--- src/hdl/fbad_defs.vh ---
// constants for the flash base address decode block
`ifndef FBAD_DEFS_VH
`define FBAD_DEFS_VH

// register field positions
`define FBAD_BASE_MSB      31
`define FBAD_BASE_LSB      19
`define FBAD_BACK_DOOR_EN_BIT 9
`define FBAD_WP_BIT        8
`define FBAD_MASK_MSB      5
`define FBAD_MASK_LSB      1
`define FBAD_EN_BIT        0
`define FBAD_MASK_W        5
`define FBAD_BASE_W        13

// mask bit order inside the mask field (bit 5 down to bit 1)
`define FBAD_CLS_CPU       3'h4
`define FBAD_CLS_SUP_CODE  3'h3
`define FBAD_CLS_SUP_DATA  3'h2
`define FBAD_CLS_USR_CODE  3'h1
`define FBAD_CLS_USR_DATA  3'h0

// defined bits: base, back door enable, write protect, masks, enable
`define FBAD_DEF_MASK      32'hFFF8033F
`define FBAD_RESET_VAL     32'h00000000

// back-door window offset from the peripheral base register
`define FBAD_BACKDOOR_OFS  32'h04000000

// chip mode straps that leave the flash enabled
`define FBAD_MODE_SINGLE   3'h6
`define FBAD_MODE_MASTER   3'h7
`define FBAD_MODE_EXT_OK   2'h0

// extra latency of back-door reads, in cycles
`define FBAD_BD_EXTRA      2

// edge after reset release, counted from zero, at which the enable is loaded
`define FBAD_LOAD_EDGE     2'h2

`endif

--- src/hdl/fbad_delay.v ---
// fixed pipeline delay for back-door read selects
`timescale 1ns/10ps
module fbad_delay #(
  parameter DEPTH = 2
) (
  // clock and reset
  input  wire sys_clk,
  input  wire rst_n,
  // data
  input  wire din,
  output wire dout
);
  reg [DEPTH-1:0] pipe_r;
  genvar i;
  generate
    for (i = 0; i < DEPTH; i = i + 1)
    begin : g_stage
      always @(posedge sys_clk or negedge rst_n)
      begin
        if (!rst_n)
          pipe_r[i] <= 1'b0;
        else if (i == 0)
          pipe_r[i] <= din;
        else
          pipe_r[i] <= pipe_r[(i == 0) ? 0 : i-1];
      end
    end
  endgenerate
  assign dout = pipe_r[DEPTH-1];
endmodule // fbad_delay

--- src/hdl/fbad_top.v ---
// flash base address register with access decode and back-door window
//
// Function
// - core writes the register only by control register move; core cannot read it.
// - debug module may both read and write the register.
// - undefined bits ignore writes and read back zero to debug.
// - reset clears back door enable bit.
// - reset loads enable flag from chip mode; other bits left alone by that.
// - back-door reads complete two cycles later than direct reads.
// - enable resets set for config pin with 110, or 111 with mode lines 00.
// - default configuration boots single-chip with flash valid at address zero.
// - secured flash forces enable set regardless of chip configuration.
// - base field bits 31..19 place flash on any 512K boundary.
// - write protect bit 8 reads as one; direct-mapped writes to flash raise access error, back-door writes do not.
// - five mask bits block access classes; masked refs treated as non-flash.
// - enable bit set enables module; clear means no accesses claimed.
`timescale 1ns/10ps
`include "fbad_defs.vh"
module fbad_top #(
  parameter BD_EXTRA = `FBAD_BD_EXTRA
) (
  // clock and reset
  input  wire        sys_clk,
  input  wire        rst_n,
  // reset-time chip mode straps (pins)
  input  wire        reset_config_pin,
  input  wire [2:0]  mode_data,
  input  wire [1:0]  mode_ext,
  input  wire        flash_secured,
  // core control register move write
  input  wire        control_register_move,
  input  wire [31:0] core_wdata,
  // debug module access
  input  wire        dbg_wr,
  input  wire        dbg_rd,
  input  wire [31:0] dbg_wdata,
  output reg  [31:0] dbg_rdata,
  output reg         dbg_rvalid,
  // direct core access
  input  wire        acc_req,
  input  wire [31:0] acc_addr,
  input  wire        acc_write,
  input  wire        acc_cpu_space,
  input  wire        acc_super,
  input  wire        acc_code,
  output reg         flash_sel,
  output reg         access_error,
  // back-door access from other masters
  input  wire [31:0] peripheral_base_register,
  input  wire        bd_req,
  input  wire [31:0] bd_addr,
  input  wire        bd_write,
  output reg         bd_sel,
  output reg         bd_rd_done,
  // register state view
  output reg  [31:0] flash_base_address,
  output reg         back_door_enable
);
  // two-flop synchronisers for strap pins
  reg  [6:0]  strap_s1_r;
  reg  [6:0]  strap_s2_r;
  wire [6:0]  strap_in;
  wire        strap_cfg;
  wire [2:0]  strap_data;
  wire [1:0]  strap_ext;
  wire        strap_sec;
  wire        mode_en;

  // register state and next value
  reg         load_pend_r;
  reg  [31:0] fba_r;
  reg  [31:0] fba_nxt;
  wire [31:0] rd_view;

  // access decode
  reg  [2:0]  cls;
  wire [`FBAD_MASK_W-1:0] cls_hot;
  wire [`FBAD_MASK_W-1:0] cls_open;
  wire        cls_ok;
  wire        dir_hit;
  wire        bd_hit;
  wire        bd_rd_late;
  wire [31:0] bd_base;

  assign strap_in = {flash_secured, mode_ext, mode_data, reset_config_pin};

  always @(posedge sys_clk or negedge rst_n)
  begin
    if (!rst_n)
    begin
      strap_s1_r <= 7'h00;
      strap_s2_r <= 7'h00;
    end
    else
    begin
      strap_s1_r <= strap_in;
      strap_s2_r <= strap_s1_r;
    end
  end

  // straps are caught a few cycles after release, once synchronised
  reg [1:0] load_cnt_r;
  assign {strap_sec, strap_ext, strap_data, strap_cfg} = strap_s2_r;
  assign mode_en = strap_sec
                 | (strap_cfg & (strap_data == `FBAD_MODE_SINGLE))
                 | (strap_cfg & (strap_data == `FBAD_MODE_MASTER)
                    & (strap_ext == `FBAD_MODE_EXT_OK));

  // register update: core move and debug writes share one path
  always @*
  begin
    fba_nxt = fba_r;
    // a write landing on the load edge is lost; software starts after it
    if (load_pend_r && load_cnt_r == `FBAD_LOAD_EDGE)
      fba_nxt[`FBAD_EN_BIT] = mode_en;
    else if (control_register_move)
      fba_nxt = core_wdata & `FBAD_DEF_MASK;
    else if (dbg_wr)
      fba_nxt = dbg_wdata & `FBAD_DEF_MASK;
    fba_nxt[`FBAD_WP_BIT] = 1'b1;
  end

  always @(posedge sys_clk or negedge rst_n)
  begin
    if (!rst_n)
    begin
      // base zero, back door disabled, enable decided after release
      fba_r       <= `FBAD_RESET_VAL;
      load_pend_r <= 1'b1;
      load_cnt_r  <= 2'h0;
    end
    else
    begin
      fba_r <= fba_nxt;
      if (load_pend_r)
      begin
        load_cnt_r <= load_cnt_r + 2'h1;
        if (load_cnt_r == `FBAD_LOAD_EDGE)
          load_pend_r <= 1'b0;
      end
    end
  end

  // access class decode
  always @*
  begin
    if (acc_cpu_space)
      cls = `FBAD_CLS_CPU;
    else if (acc_super)
      cls = acc_code ? `FBAD_CLS_SUP_CODE : `FBAD_CLS_SUP_DATA;
    else
      cls = acc_code ? `FBAD_CLS_USR_CODE : `FBAD_CLS_USR_DATA;
  end

  // one-hot class; bit n pairs with mask bit n+1
  genvar g;
  generate
    for (g = 0; g < `FBAD_MASK_W; g = g + 1)
    begin : g_cls
      assign cls_hot[g]  = ({29'h0, cls} == g);
      // a masked class falls through as a non-flash reference
      assign cls_open[g] = cls_hot[g] & ~fba_r[`FBAD_MASK_LSB + g];
    end
  endgenerate

  assign cls_ok = |cls_open;

  assign dir_hit = fba_r[`FBAD_EN_BIT]
                 & (acc_addr[`FBAD_BASE_MSB:`FBAD_BASE_LSB]
                    == fba_r[`FBAD_BASE_MSB:`FBAD_BASE_LSB])
                 & cls_ok;

  // back-door window, one 512K array starting at peripheral base plus offset
  assign bd_base = peripheral_base_register + `FBAD_BACKDOOR_OFS;
  assign bd_hit  = fba_r[`FBAD_EN_BIT]
                 & (bd_addr[`FBAD_BASE_MSB:`FBAD_BASE_LSB]
                    == bd_base[`FBAD_BASE_MSB:`FBAD_BASE_LSB]);

  fbad_delay #(
    .DEPTH (BD_EXTRA)
  ) u_bd_delay (
    .sys_clk (sys_clk),
    .rst_n   (rst_n),
    .din     (bd_req & bd_hit & ~bd_write),
    .dout    (bd_rd_late)
  );

  // only the debug module reads; the core has no read port
  assign rd_view = fba_r & `FBAD_DEF_MASK;

  always @(posedge sys_clk or negedge rst_n)
  begin
    if (!rst_n)
    begin
      flash_sel          <= 1'b0;
      access_error       <= 1'b0;
      bd_sel             <= 1'b0;
      bd_rd_done         <= 1'b0;
      dbg_rdata          <= 32'h00000000;
      dbg_rvalid         <= 1'b0;
      flash_base_address <= 32'h00000000;
      back_door_enable   <= 1'b0;
    end
    else
    begin
      // writes through the direct mapping are refused
      flash_sel    <= acc_req & dir_hit & ~acc_write;
      access_error <= acc_req & dir_hit & acc_write;
      bd_sel       <= bd_req & bd_hit;
      bd_rd_done   <= bd_rd_late;
      dbg_rvalid   <= dbg_rd;
      dbg_rdata    <= dbg_rd ? rd_view : 32'h00000000;
      flash_base_address <= fba_r;
      // mirror only; the back-door window does not look at this bit
      back_door_enable   <= fba_r[`FBAD_BACK_DOOR_EN_BIT];
    end
  end
endmodule // fbad_top

--- config.mk ---
export PLATFORM = sky130hd
export DESIGN_NAME = fbad_top
export DESIGN_NICKNAME = d
export VERILOG_FILES = /design/src/hdl/fbad_delay.v /design/src/hdl/fbad_top.v
export VERILOG_INCLUDE_DIRS = /design/src /design/src/hdl
export SDC_FILE = /design/constraint.sdc
export NUM_CORES = 1
export LEC_CHECK = 0
export BUFFER_PORTS_ARGS = -buffer_cell sky130_fd_sc_hd__buf_2
export CORE_ASPECT_RATIO = 2
export CORE_UTILIZATION = 36
export DETAILED_ROUTE_END_ITERATION = 6
export GPL_TIMING_DRIVEN = 0
export PLACE_DENSITY = 0.75
export SKIP_LAST_GASP = 1
export SLEW_MARGIN = 0
export SYNTH_ARGS = -nofsm -noshare
export SYNTH_HDL_FRONTEND = slang
export SYNTH_SLANG_ARGS = --single-unit
--- constraint.sdc ---
create_clock -name sys_clk -period 1.5 [get_ports sys_clk]
set_input_delay 0.075 -clock sys_clk [delete_from_list [all_inputs] [get_ports sys_clk]]
set_output_delay 0.075 -clock sys_clk [all_outputs]
set_load 0.1 [all_outputs]
==> results.md, run 1 <==
Route:
- The post-detailed-routing wire length is 7890 um.
- The remaining antenna violation count is 0.
- The detailed-route wire length per cell is 13.8 um.
- The routed metal-1 wirelength is roughly 2800 um.
- The detailed router's first-iteration violation count is approximately 130.
- The routed via count divided by cell count is about 4.5.
- The via count is ~2.5k.
- For this run, the detailed router's first-pass iteration total came to 7.
- The number of remaining DRC errors is 26.
- The highest layer used for signal routing is met4.
- Summed over all nets, wire length on met3 after detailed routing comes to between 600 and 700 um.
- The met2 wire length is ~4300 um.

Global routing:
- The largest net degree at the start of global routing is between 70 and 80.
- The via count of the first global-routing pass came to roughly 2.6k.
- The first-pass GRT wire length is between 10000 and 15000 um.
- The remaining global-route overflow is 0.
- Global routing used 17.0% of the available tracks.
- The initial antenna violation count is 0.

Status:
- The final reports fail on DRC.
- The flow ran to the end, but the final reports show violations.

Pwr:
- The switching part of the total power is 36.4%.
- The peak supply drop is about 0.78 mV.
- The reported net switching power is between 2 and 2.5 mW.
- Registers are responsible for around two fifths of the overall power.
- Of the total power, the clock network draws about a third.
- The power density relative to cell area is between 1000 and 1500 nW/um2.
- The leakage power total is 2.51 nW.
- Combinational logic is responsible for between 20% and 30% of the overall power.
- The internal portion of the total power is 4.05 mW.
- Total power for the finished layout comes to 6.37 mW.

Die:
- around 250 I/O pins were placed.
- The floorplan step defined a die boundary enclosing 9840 um2.
- The floorplan step set the die width to about 71 um.
- After floorplanning, the core was sized to cover around 9100 um2.
- For this configuration, the core starts out at a cell density of 37.4%.
- Row generation in the floorplan step produced 49 rows.
- The die height is 139 um.

Clocking:
- The level count of the clock H-tree is 3.
- TritonCTS built the clock tree.
- Clock tree synthesis inserted a total of 9 buffers.
- The clock sink count is 87.
- The clock slew at the register clock pins of the worst setup and hold paths is approximately 0.070 ns.
- The later pin in the worst-skew pair is clocked with a latency of ~0.34 ns.
- The clock passes through at most 2 buffers.
- CTS placed an instance of sky130_fd_sc_hd__clkbuf_16 at the clock tree root.

Timing:
- The normalized max-slew margin is 65.0%.
- Setup violations remaining at the end of the flow were counted as 0.
- The number of max-slew violations in the final report is 0.
- The total negative slack for setup checks is 0 ns.
- Setup repair after global routing left no endpoint under its margin.
- The ratio of final minimum period to clock period is 94.3%.
- The clock skew after layout is around 0.011 ns.
- Based on the critical path, the design can be clocked at up to around 710 MHz.
- The hold violation total from the final report is 0.
- The final critical path time including I/O delays and setup is between 1 and 1.5 ns.
- For the pin with the worst max-slew slack, the measured transition is 0.525 ns.

Yosys:
- In this run the mean area of a mapped cell was between 10 and 15 um2.
- Yosys mapped the design onto 34 distinct sky130hd cell types.
- The instance count of the mapped netlist is 270.
- After synthesis, flip-flops and latches occupy between 60 and 70% of the total area.
- The post-synthesis cell area is roughly 3400 um2.
- After synthesis the netlist holds a flip-flop and latch count of 87.
- The fraction of synthesized area in multiplexers is 1.55%.
- Of the total synthesized cell area, the portion taken by XOR and XNOR cells is roughly 7.5%.
- Summing the areas of all and, or, nand and nor instances in the mapped netlist gives about a tenth of the synthesized area.
- The Yosys step of the flow raised 0 warnings.
- Summing the areas of all compound-gate instances in the mapped netlist gives a little under a tenth of the synthesized area.
- The main combinational cell family by area after synthesis is simple AND/OR/NAND/NOR gates.
- Summing the areas of all fa, ha and maj instances in the mapped netlist gives less than 1% of the synthesized area.

Placement:
- The global placement routability congestion is 0.820.
- The post-detailed-placement half-perimeter wirelength is approximately 6000 um.
- Input and output buffers added on the ports amount to 145.
- The cell area reported after detailed placement is 4360 um2.

Finish:
- At the end of the flow the core is filled with cells to 53.4%.
- The share of layout cells above drive strength 1 is between 40% and 50%.
- Fill cells in the final layout number ~800.
- The final layout contains around 640 nets.
- The area added between synthesis and finish is 42.7%.
- In the layout the commonest cells are sky130_fd_sc_hd__buf_2 (145), sky130_fd_sc_hd__dfrtp_1 (84), sky130_fd_sc_hd__buf_4 (31).
- The library cell used most frequently in the layout, excluding fill and tap cells, is sky130_fd_sc_hd__buf_2.
- The antenna diode instance count is 0.
- The design area is around 4800 um2.

Job:
- Across the run, the number of max-cap violations was 0.

Worst setup path:
- The endpoint required time on the critical path is about 1.7 ns.
- Walking the worst path, the cells encountered are o2111ai_2 -> or4_4 -> nor4_2.
- The largest individual stage delay along the critical path comes from the cell sky130_fd_sc_hd__or4_4.
- The worst setup path category is reg -> reg.
- Of all nets on the critical path, the largest fanout is 4.
- The data arrival at the endpoint of the critical path is roughly 1.7 ns.
- The stage delay of the slowest cell on the critical path is 0.55 ns.
- The type of destination of the critical path is a register.
- The sort of element at the start of the critical path is a register.
- The number of cells on the worst reg-to-reg path is 3.

Hold path:
- The number of cells traversed by the worst hold path is 3.
- The min-delay analysis places its worst path in the category in -> reg.
## path summary, 6_finish.rpt
path	startpoint	end	slack, ns
min	dbg_wdata[31]	fba_r[31]	0.03
max reg2reg	fba_r[0]	u_bd_delay.pipe_r[0]	0.09
max	fba_r[0]	u_bd_delay.pipe_r[0]	0.09
min in group asynchronous	rst_n	bd_sel	0.11
max in group asynchronous	rst_n	load_pend_r	0.76
min reg2reg	strap_s1_r[3]	strap_s2_r[3]	0.35
## per-stage QoR
step	setup WS [ns]	std cells	hold slack [ns]
finish	0.0851	570	0.0301
global route	0.00889	570	0.0468
CTS	0.0143	566	0.0221
detailed placement	-0.185	539	-0.0782
global placement	-0.237	538	0.183
floorplan	0.0752	291	-0.221
## per-layer routing
layer | up-vias | GRT usage, %
met2 | 134 | 31.8
met3 | 8 | 4.56
li1 | 1256 | -
met5 | - | 0
met4 | 0 | 7.26
met1 | 1143 | 17.4
## state kept, by name (all words and copies together) (netlist names)
| name | cells |
|---|---|
| load_cnt_r | 2 |
| fba_r | 21 |
| access_error | 1 |
| u_bd_delay.dout | 1 |
| flash_base_address | 21 |
| u_bd_delay.pipe_r | 1 |
| dbg_rdata | 21 |
| strap_s1_r | 7 |
| dbg_rvalid | 1 |
| bd_sel | 1 |
| strap_s2_r | 7 |
| load_pend_r | 1 |
| flash_sel | 1 |
| bd_rd_done | 1 |
## cells in the mapped netlist, drive strengths merged
master | n | share of area, %
a31oi | 1 | 0.18
nand4 | 3 | 0.55
clkbuf | 7 | 0.77
a221oi | 1 | 0.26
ha | 2 | 0.74
xnor2 | 12 | 3.1
nand2 | 23 | 2.5
nand3b | 1 | 0.22
a2bb2oi | 1 | 0.26
buf | 26 | 5.5
o2111ai | 1 | 0.44
conb | 2 | 0.22
nor3b | 1 | 0.22
a211oi | 1 | 0.22
nor2b | 4 | 0.74
nor2 | 3 | 0.33
nor4 | 4 | 0.92
mux2i | 3 | 0.88
mux4 | 1 | 0.66
o21ai | 21 | 3.1
o22a | 1 | 0.29
and2 | 21 | 3.9
nor3 | 2 | 0.29
nand3 | 1 | 0.15
xor2 | 17 | 4.4
dfstp | 1 | 0.77
dfrtp | 86 | 63
or4 | 1 | 0.33
inv | 2 | 0.22
a41oi | 1 | 0.26
a21oi | 1 | 0.15
a22oi | 18 | 4.0
## power groups by stage
stage | combinational (mW) | sequential (mW) | clock, mW
2_1_floorplan | 0.522 | 3.30 | 0
3_3_place_gp | 1.53 | 2.63 | 0
3_5_place_dp | 1.56 | 2.64 | 0
4_1_cts | 1.59 | 2.60 | 2.22
5_1_grt | 1.69 | 2.61 | 2.35
6_report | 1.61 | 2.59 | 2.16
## logic make-up (layout without fill, tap and decap cells)
| family | count (synthesis) | count (layout) |
|---|---|---|
| other | 2 | 23 |
| flip-flops | 87 | 87 |
| buffers and inverters | 35 | 212 |
| AO/OA/AOI/OAI | 47 | 47 |
| AND/OR/NAND/NOR | 64 | 64 |
| multiplexers | 4 | 4 |
| XOR/XNOR | 29 | 29 |
| adder cells (fa/ha/maj) | 2 | 2 |
## layout make-up
cell class | count | area [um2] | area share (%)
sequential | 87 | 2180 | 45.0
multi-input combinational | 169 | 1110 | 22.9
timing repair buffer | 161 | 896 | 18.5
clock buffer | 9 | 225 | 4.65
buffer | 33 | 224 | 4.62
tap | 102 | 128 | 2.63
clock inverter | 7 | 73.8 | 1.52
inverter | 2 | 7.51 | 0.155
## repair_timing
| item | CTS | global route |
|---|---|---|
| hold buffers | 11 | 0 |
| pin swaps | 1 | 4 |
| resized for setup | 6 | 9 |
| buffers inserted | 0 | 4 |
| hold endpoints to repair | 98 | 0 |
| setup endpoints to repair | 22 | 21 |
## critical path: cells and delay by family (launching register included)
kind	cells	cell delay [ns]
flops	1	0.41
compound gates	1	0.13
simple gates	2	0.79
Note: power is estimated with default switching activity, not from simulation.
==> inputs of run 2 (changes only) <==
--- a/config.mk
+++ b/config.mk
@@ -7,11 +7,11 @@
 export NUM_CORES = 1
 export LEC_CHECK = 0
 export BUFFER_PORTS_ARGS = -buffer_cell sky130_fd_sc_hd__buf_2
-export CORE_ASPECT_RATIO = 2
-export CORE_UTILIZATION = 36
+export CORE_AREA = 2 2 96 98
 export DETAILED_ROUTE_END_ITERATION = 6
+export DIE_AREA = 0 0 98 100
 export GPL_TIMING_DRIVEN = 0
-export PLACE_DENSITY = 0.75
+export PLACE_DENSITY = 0.77
 export SKIP_LAST_GASP = 1
 export SLEW_MARGIN = 0
 export SYNTH_ARGS = -nofsm -noshare
==> constraint.sdc (replaced) <==
create_clock -name sys_clk -period 1.6 [get_ports sys_clk]
set_input_delay 0.08 -clock sys_clk [delete_from_list [all_inputs] [get_ports sys_clk]]
set_output_delay 0.08 -clock sys_clk [all_outputs]
set_load 0.1 [all_outputs]
==> run 2 against run 1 <==
Compared with the run above:
- non-clock buffer count decreased by 2
- highest routed layer unchanged
- fmax decreased by 3.8%
- the flow now finishes without violations
- largest power group unchanged
- critical path type unchanged
- wire length decreased by 1.1%
==> results.md, run 2 (synthesis gave the netlist of run 1 again) <==
Status:
- Result of the run: finished, final reports clean (was finished with violations).

Worst setup path:
- The data arrival at the endpoint of the critical path is 1.71 ns (was 1.65 ns).
- The maximum fanout along the worst path is 5 (was 4).
- The launching point of the worst reg2reg path is fba_r[0] (unchanged).
- The terminus of the critical flop-to-flop path is u_bd_delay.pipe_r[0] (unchanged).
- Cell chain of the critical path: o2111ai_2 -> or4_4 -> nor4_2 (unchanged).
- The critical path buffer and inverter count is 0 (unchanged).
- The worst setup slack for register-to-register paths is 0.13 ns (was 0.09 ns).
- The stage delay of the slowest cell on the critical path is 0.54 ns (was 0.55 ns).
- The kind of cell with the highest combined delay on the critical path is simple AND/OR/NAND/NOR gates (unchanged).
- The endpoint required time on the critical path was 1.84 ns (was 1.74 ns).
- The worst setup path category was reg -> reg (unchanged).
- The sort of element at the start of the critical path was a register (unchanged).
- The critical-path cell with the highest stage delay is sky130_fd_sc_hd__or4_4 (unchanged).
- The number of cells on the worst reg-to-reg path came to 3 (unchanged).
- The type of destination of the critical path was a register (unchanged).

Job:
- The max capacitance violation total is 0 (unchanged).

Finish:
- The share of layout cells above drive strength 1 was 42.5% (was 44.2%).
- The antenna diode instance count came to 0 (unchanged).
- The area added between synthesis and finish is 39.3% (was 42.7%).
- The post-route non-filler standard cell count is 577 (was 570).
- Biggest registers after layout: dbg_rdata: 21 flops, fba_r: 21 flops, flash_base_address: 21 flops (unchanged).
- The most frequent standard cell in the layout excluding fill and tap cells is sky130_fd_sc_hd__buf_2 (unchanged).
- The fill cell instance count of the final layout was 794 (was 806).
- Most used cells in the layout excluding fill and tap cells: sky130_fd_sc_hd__buf_2 (145), sky130_fd_sc_hd__dfrtp_1 (86), sky130_fd_sc_hd__buf_4 (27) (was sky130_fd_sc_hd__buf_2 (145), sky130_fd_sc_hd__dfrtp_1 (84), sky130_fd_sc_hd__buf_4 (31)).
- The post-layout net count was 642 (was 644).

Route:
- The remaining antenna violation count came to 0 (unchanged).
- The detailed-route wire length per cell is 13.5 um (was 13.8 um).
- The routed via count divided by cell count is 4.49 (was 4.46).
- The via count came to 2591 (was 2541).
- The post-detailed-routing wire length is 7800 um (was 7890 um).
- The number of iterations in the first detailed-routing pass came to 4 (was 7).
- The number of remaining DRC errors came to 0 (was 26).
- The detailed router's first-iteration violation count is 38 (was 132).

Timing:
- The highest clock frequency the design can meet is 680 MHz (was 707 MHz).
- The slew of the pin with the lowest slew margin is 0.620 ns (was 0.525 ns).
- The hold violation total from the final report is 0 (unchanged).
- The clock skew after layout is 0.0114 ns (was 0.0110 ns).
- The ratio of final minimum period to clock period is 91.9% (was 94.3%).
- RSZ-0062 raised after global routing: false (unchanged).
- The number of max-slew violations in the final report is 0 (unchanged).
- The normalized max-slew margin was 58.7% (was 65.0%).
- The number of setup violations in the final report is 0 (unchanged).
- The final critical path time including I/O delays and setup is 1.47 ns (was 1.41 ns).
- The final hold slack was 0.0289 ns (was 0.0301 ns).

Die:
- The area of the core region came to 8890 um2 (was 9070 um2).
- The placement row count is 35 (was 49).
- The number of placed I/O pins is 249 (unchanged).
- The die width came to 98 um (was 70.7 um).
- The die height came to 100 um (was 139 um).
- The area enclosed by the die boundary is 9800 um2 (was 9840 um2).
- The starting utilization of the core area is 38.2% (was 37.4%).

Global routing:
- The first-pass GRT wire length is 12600 um (was 12500 um).
- The via count of the first global-routing pass is 2663 (was 2579).
- The largest net degree at the start of global routing is 67 (was 79).
- The aggregate global-route resource usage is 16.6% (was 17.0%).
- The initial antenna violation count was 0 (unchanged).
- The remaining global-route overflow came to 0 (unchanged).

Hold path:
- The launch point of the worst hold path is dbg_wdata[23] (was dbg_wdata[31]).
- The worst hold-check path type is in -> reg (unchanged).
- The endpoint with the worst hold slack is fba_r[23] (was fba_r[31]).
- The number of cells traversed by the worst hold path is 3 (unchanged).

Clocking:
- The worst-case clock buffer depth is 2 (unchanged).
- The CTS tree is done (unchanged).
- The clock slew at the register clock pins of the worst setup and hold paths came to 0.09 ns (was 0.07 ns).
- The clock latency on the worst-skew pair is 0.35 ns (was 0.34 ns).
- The clock sink count is 87 (unchanged).
- The root buffer cell is sky130_fd_sc_hd__clkbuf_8 (was sky130_fd_sc_hd__clkbuf_16).
- The level count of the clock H-tree came to 3 (unchanged).
- The clock buffer count from CTS is 9 (unchanged).

Placement:
- The global placement routability congestion is 0.793 (was 0.820).
- The number of I/O port buffers is 145 (unchanged).
- The post-detailed-placement half-perimeter wirelength came to 5880 um (was 6030 um).
- The placed instance count is 548 (was 539).

Pwr:
- The final total power is 5.49 mW (was 6.37 mW).
- The power density relative to cell area is 1160 nW/um2 (was 1310 nW/um2).
- The leakage power total was 2.46 nW (was 2.51 nW).
- The peak supply drop is 0.553 mV (was 0.777 mV).
-- run 2: changes by cell type in the layout (fill, tap and decap cells not counted), moves of 2 or more --
cell | previous run | this run
sky130_fd_sc_hd__buf_4 | 31 | 27
sky130_fd_sc_hd__clkbuf_16 | 9 | 0
sky130_fd_sc_hd__clkbuf_8 | 0 | 11
sky130_fd_sc_hd__dfrtp_1 | 84 | 86
sky130_fd_sc_hd__dfrtp_2 | 2 | 0
sky130_fd_sc_hd__inv_8 | 2 | 0
-- run 2: repair_timing --
| action | CTS | global route |
|---|---|---|
| gates cloned | 0 | 0 |
| buffers inserted | 0 | 1 |
| hold buffers | 12 | 0 |
| resized for setup | 2 | 8 |
| endpoints found under the hold margin | 99 | 0 |
| setup endpoints to repair | 20 | 19 |
-- run 2: worst min-delay path, delay by kind of cell --
kind / cells / cell delay [ns]
compound gates: 2 / 0.18
buf+inv: 1 / 0.08
-- run 2: how the worst max path moves through the flow --
stage                                      end  slack [ns]                          from  depth (start not counted)
after floorplan           u_bd_delay.pipe_r[0]        0.17  peripheral_base_register[26]                          5
after detailed placement              fba_r[3]       -0.12                 load_cnt_r[0]                          8
final                     u_bd_delay.pipe_r[0]        0.13                      fba_r[0]                          3
after CTS                             fba_r[3]      -0.001                 load_cnt_r[0]                          8
after global routing                 flash_sel        0.02                     fba_r[31]                          4
after global placement           strap_s1_r[5]       -0.18                         rst_n                          1
-- run 2: per-layer routing --
layer,wire length (um),share of wire [%],GRT usage (%),up-vias
li1,-,-,-,1248
met1,3350,43,21.1,1222
met2,3770,48,27.7,111
met3,562,7.2,3.90,10
met4,118,1.5,6.30,0
met5,0,0,0,-
-- run 2: layout make-up --
| class | instances | area (um2) | share of cell area (%) |
|---|---|---|---|
| clock buffers | 11 | 151 | 3.20 |
| flip-flops and latches | 87 | 2180 | 46.1 |
| clock inverters | 5 | 63.8 | 1.35 |
| multi-input cells | 169 | 1080 | 22.8 |
| well taps | 111 | 139 | 2.94 |
| inverters | 2 | 7.51 | 0.159 |
| repair buffers | 159 | 883 | 18.7 |
| plain buffers | 33 | 224 | 4.74 |
-- run 2: per-stage QoR --
stage                     area [um2]  setup WS, ns  setup TNS (ns)  utilization [%]
after floorplan                 3470         0.170               0                -
after global placement          4340        -0.183          -16.46             48.8
after detailed placement        4370        -0.118           -1.86             49.1
after CTS                       4710      -0.00104        -0.00104             53.0
after global routing            4730        0.0165               0             53.2
final                           4730         0.129               0             53.2
-- run 2: report_power, final --
part	leakage [nW]	internal [mW]	total [mW]	switching, mW
logic	1.25	0.337	1.49	1.15
registers	1.10	2.35	2.43	0.0797
clock network	0.106	0.818	1.57	0.757
total	2.46	3.50	5.49	1.99
==> inputs of run 3 (changes only) <==
--- a/config.mk
+++ b/config.mk
@@ -11,7 +11,8 @@
 export DETAILED_ROUTE_END_ITERATION = 6
 export DIE_AREA = 0 0 98 100
 export GPL_TIMING_DRIVEN = 0
-export PLACE_DENSITY = 0.77
+export PLACE_DENSITY = 0.84
+export REMOVE_ABC_BUFFERS = 1
 export SKIP_LAST_GASP = 1
 export SLEW_MARGIN = 0
 export SYNTH_ARGS = -nofsm -noshare
==> run 3 against run 2 <==
Compared with the run above:
- clock power up 13%
- wire length down 4.4%
- design area down 4.3%
- first-iteration DRC count up 82%
- critical endpoint unchanged
==> results.md, run 3 (synthesis gave the netlist of run 1 again) <==
Status:
- Result of the run: finished, final reports clean (unchanged).

Worst setup path:
- The launching point of the worst reg2reg path is fba_r[0] (unchanged).
- The maximum fanout along the worst path is 5 (unchanged).
- The stage delay of the slowest cell on the critical path is 0.54 ns (about the same).
- The critical-path cell with the highest stage delay is sky130_fd_sc_hd__or4_4 (unchanged).
- The sort of element at the start of the critical path is a register (unchanged).
- The type of destination of the critical path was a register (unchanged).
- The endpoint required time on the critical path is 1.84 ns (about the same).
- The number of cells on the worst reg-to-reg path came to 3 (unchanged).
- The terminus of the critical flop-to-flop path is u_bd_delay.pipe_r[0] (unchanged).
- The worst setup path category is reg -> reg (unchanged).
- The worst setup slack for register-to-register paths is 0.14 ns (was 0.13 ns).
- Cell chain of the critical path: o2111ai_2 -> or4_4 -> nor4_2 (unchanged).
- The data arrival at the endpoint of the critical path came to 1.71 ns (about the same).

Pwr:
- The switching part of the total power was 34.8% (was 36.2%).
- The proportion of power drawn by the clock network came to 31.4% (was 28.7%).
- The fraction of power consumed by combinational cells is 25.4% (was 27.1%).
- The leakage power total came to 2.30 nW (was 2.46 nW).
- The power density relative to cell area came to 1240 nW/um2 (was 1160 nW/um2).
- The peak supply drop is 0.555 mV (was 0.553 mV).
- The part of the total power dissipated in sequential elements is 43.1% (was 44.2%).
- The reported net switching power was 1.96 mW (was 1.99 mW).
- The cell-internal power is 3.67 mW (was 3.50 mW).

Route:
- The number of iterations in the first detailed-routing pass was 4 (unchanged).
- The number of remaining DRC errors is 0 (unchanged).
- The detailed router's first-iteration violation count is 69 (was 38).
- The routed via count divided by cell count was 4.51 (was 4.49).
- The post-detailed-routing wire length was 7460 um (was 7800 um).
- The via count is 2438 (was 2591).
- The detailed-route wire length per cell came to 13.8 um (was 13.5 um).
- The remaining antenna violation count is 0 (unchanged).

Finish:
- Most used cells in the layout excluding fill and tap cells: sky130_fd_sc_hd__buf_2 (144), sky130_fd_sc_hd__dfrtp_1 (86), sky130_fd_sc_hd__nand2_1 (23), sky130_fd_sc_hd__conb_1 (23), sky130_fd_sc_hd__and2_1 (21) (was sky130_fd_sc_hd__buf_2 (145), sky130_fd_sc_hd__dfrtp_1 (86), sky130_fd_sc_hd__buf_4 (27)).
- Biggest registers after layout: dbg_rdata: 21 flops, fba_r: 21 flops, flash_base_address: 21 flops (unchanged).
- The design area is 4520 um2 (was 4730 um2).
- The most frequent standard cell in the layout excluding fill and tap cells is sky130_fd_sc_hd__buf_2 (unchanged).
- The antenna diode instance count is 0 (unchanged).
- The area added between synthesis and finish came to 33.2% (was 39.3%).
- The post-layout net count is 607 (was 642).
- The share of layout cells above drive strength 1 is 39.5% (was 42.5%).

Timing:
- The final hold slack was 0.0277 ns (was 0.0289 ns).
- The clock skew after layout is 0.0104 ns (was 0.0114 ns).
- The normalized max-slew margin was 38.9% (was 58.7%).
- The number of setup violations in the final report was 0 (unchanged).
- The highest clock frequency the design can meet is 683 MHz (was 680 MHz).
- RSZ-0062 raised after global routing: false (unchanged).
- The ratio of final minimum period to clock period is 91.5% (was 91.9%).
- The slew of the pin with the lowest slew margin is 0.912 ns (was 0.620 ns).
- The hold violation total from the final report is 0 (unchanged).
- The final critical path time including I/O delays and setup was 1.46 ns (was 1.47 ns).
- The number of max-slew violations in the final report is 0 (unchanged).

Hold path:
- The launch point of the worst hold path was core_wdata[30] (was dbg_wdata[23]).
- The endpoint with the worst hold slack is fba_r[30] (was fba_r[23]).
- The worst hold-check path type is in -> reg (unchanged).
- The number of cells traversed by the worst hold path is 3 (unchanged).

Die:
- The area enclosed by the die boundary is 9800 um2 (unchanged).
- The placement row count is 35 (unchanged).
- The number of placed I/O pins is 249 (unchanged).
- The starting utilization of the core area is 38.2% (unchanged).
- The die width came to 98 um (unchanged).
- The die height is 100 um (unchanged).
- The area of the core region came to 8890 um2 (unchanged).

Placement:
- The cell area reported after detailed placement is 4180 um2 (was 4370 um2).
- The global placement routability congestion is 0.778 (was 0.793).
- The post-detailed-placement half-perimeter wirelength was 5440 um (was 5880 um).
- The number of I/O port buffers was 145 (unchanged).

Clocking:
- The clock latency on the worst-skew pair is 0.34 ns (was 0.35 ns).
- The CTS tree is done (unchanged).
- The clock buffer count from CTS came to 9 (unchanged).
- The level count of the clock H-tree is 3 (unchanged).
- The root buffer cell is sky130_fd_sc_hd__clkbuf_8 (unchanged).
- The clock sink count is 87 (unchanged).
- The worst-case clock buffer depth is 2 (unchanged).
- The count of buffers added by post-CTS timing repair for setup was 0 (unchanged).
- The clock slew at the register clock pins of the worst setup and hold paths is 0.08 ns (was 0.09 ns).

Global routing:
- The via count of the first global-routing pass is 2528 (was 2663).
- The aggregate global-route resource usage is 15.6% (was 16.6%).
- The largest net degree at the start of global routing is 51 (was 67).
- The remaining global-route overflow is 0 (unchanged).
- The first-pass GRT wire length came to 11900 um (was 12600 um).
- The initial antenna violation count is 0 (unchanged).

Job:
- The max capacitance violation total is 0 (unchanged).
[run 3: cell count changes in the layout (fill, tap and decap cells not counted), moves of 2 or more]
cell	previous run	this run
sky130_fd_sc_hd__bufinv_16	1	3
sky130_fd_sc_hd__buf_4	27	1
sky130_fd_sc_hd__clkbuf_8	11	9
sky130_fd_sc_hd__dlygate4sd3_1	12	10
sky130_fd_sc_hd__clkinv_4	2	0
sky130_fd_sc_hd__clkbuf_1	5	1
[run 3: stage by stage]
step,cells,power (mW),setup TNS (ns),utilization [%],setup slack [ns]
2_1_floorplan,258,3.52,-12.84,-,-0.676
3_3_place_gp,514,3.85,-54.85,46.4,-2.26
3_5_place_dp,516,3.89,-1.22,47.0,-0.111
4_1_cts,541,5.71,0,50.8,0.0367
5_1_grt,541,5.88,0,50.9,0.0294
6_report,541,5.63,0,50.9,0.136
[run 3: worst max path at each step]
stage                                from                   end  slack (ns)  depth (start not counted)
finish                           fba_r[0]  u_bd_delay.pipe_r[0]        0.14                          3
global route                load_cnt_r[0]             fba_r[31]        0.03                          7
floorplan                          dbg_wr             fba_r[19]       -0.68                          2
CTS                         load_cnt_r[0]              fba_r[5]        0.04                          6
global placement    control_register_move             fba_r[19]       -2.26                          3
detailed placement  control_register_move              fba_r[2]       -0.11                          4
[run 3: layer usage]
metal	track usage, %	routed length, um
met5	0	0
met4	3.53	57
met2	27.7	3860
met3	4.74	531
met1	18.9	3010
[run 3: power by group through the flow]
stage / registers (mW) / clock network, mW / logic [mW]
3_5_place_dp: 2.47 / 0 / 1.42
2_1_floorplan: 3.11 / 0 / 0.411
5_1_grt: 2.45 / 1.93 / 1.50
3_3_place_gp: 2.46 / 0 / 1.38
4_1_cts: 2.43 / 1.84 / 1.44
6_report: 2.43 / 1.77 / 1.43
[run 3: worst max-delay path: cells and delay by family (launching register included)]
family           cells  cell delay [ns]
AND/OR/NAND/NOR      2             0.75
AO/OA/AOI/OAI        1             0.17
flip-flops           1             0.46
[run 3: cell type report]
| type | instances | area (um2) |
|---|---|---|
| Clock inverter | 5 | 106 |
| Clock buffer | 10 | 128 |
| Timing Repair Buffer | 157 | 871 |
| Multi-Input combinational cell | 169 | 1090 |
| Sequential cell | 87 | 2180 |
| Tap cell | 111 | 139 |
| Fill cell | 795 | 4370 |
| Inverter | 2 | 7.51 |
[run 3: repair_timing]
action,CTS,global route
setup endpoints to repair,1,11
resized for setup,1,1
pin swaps,0,0
hold buffers,10,0
hold endpoints to repair,46,0
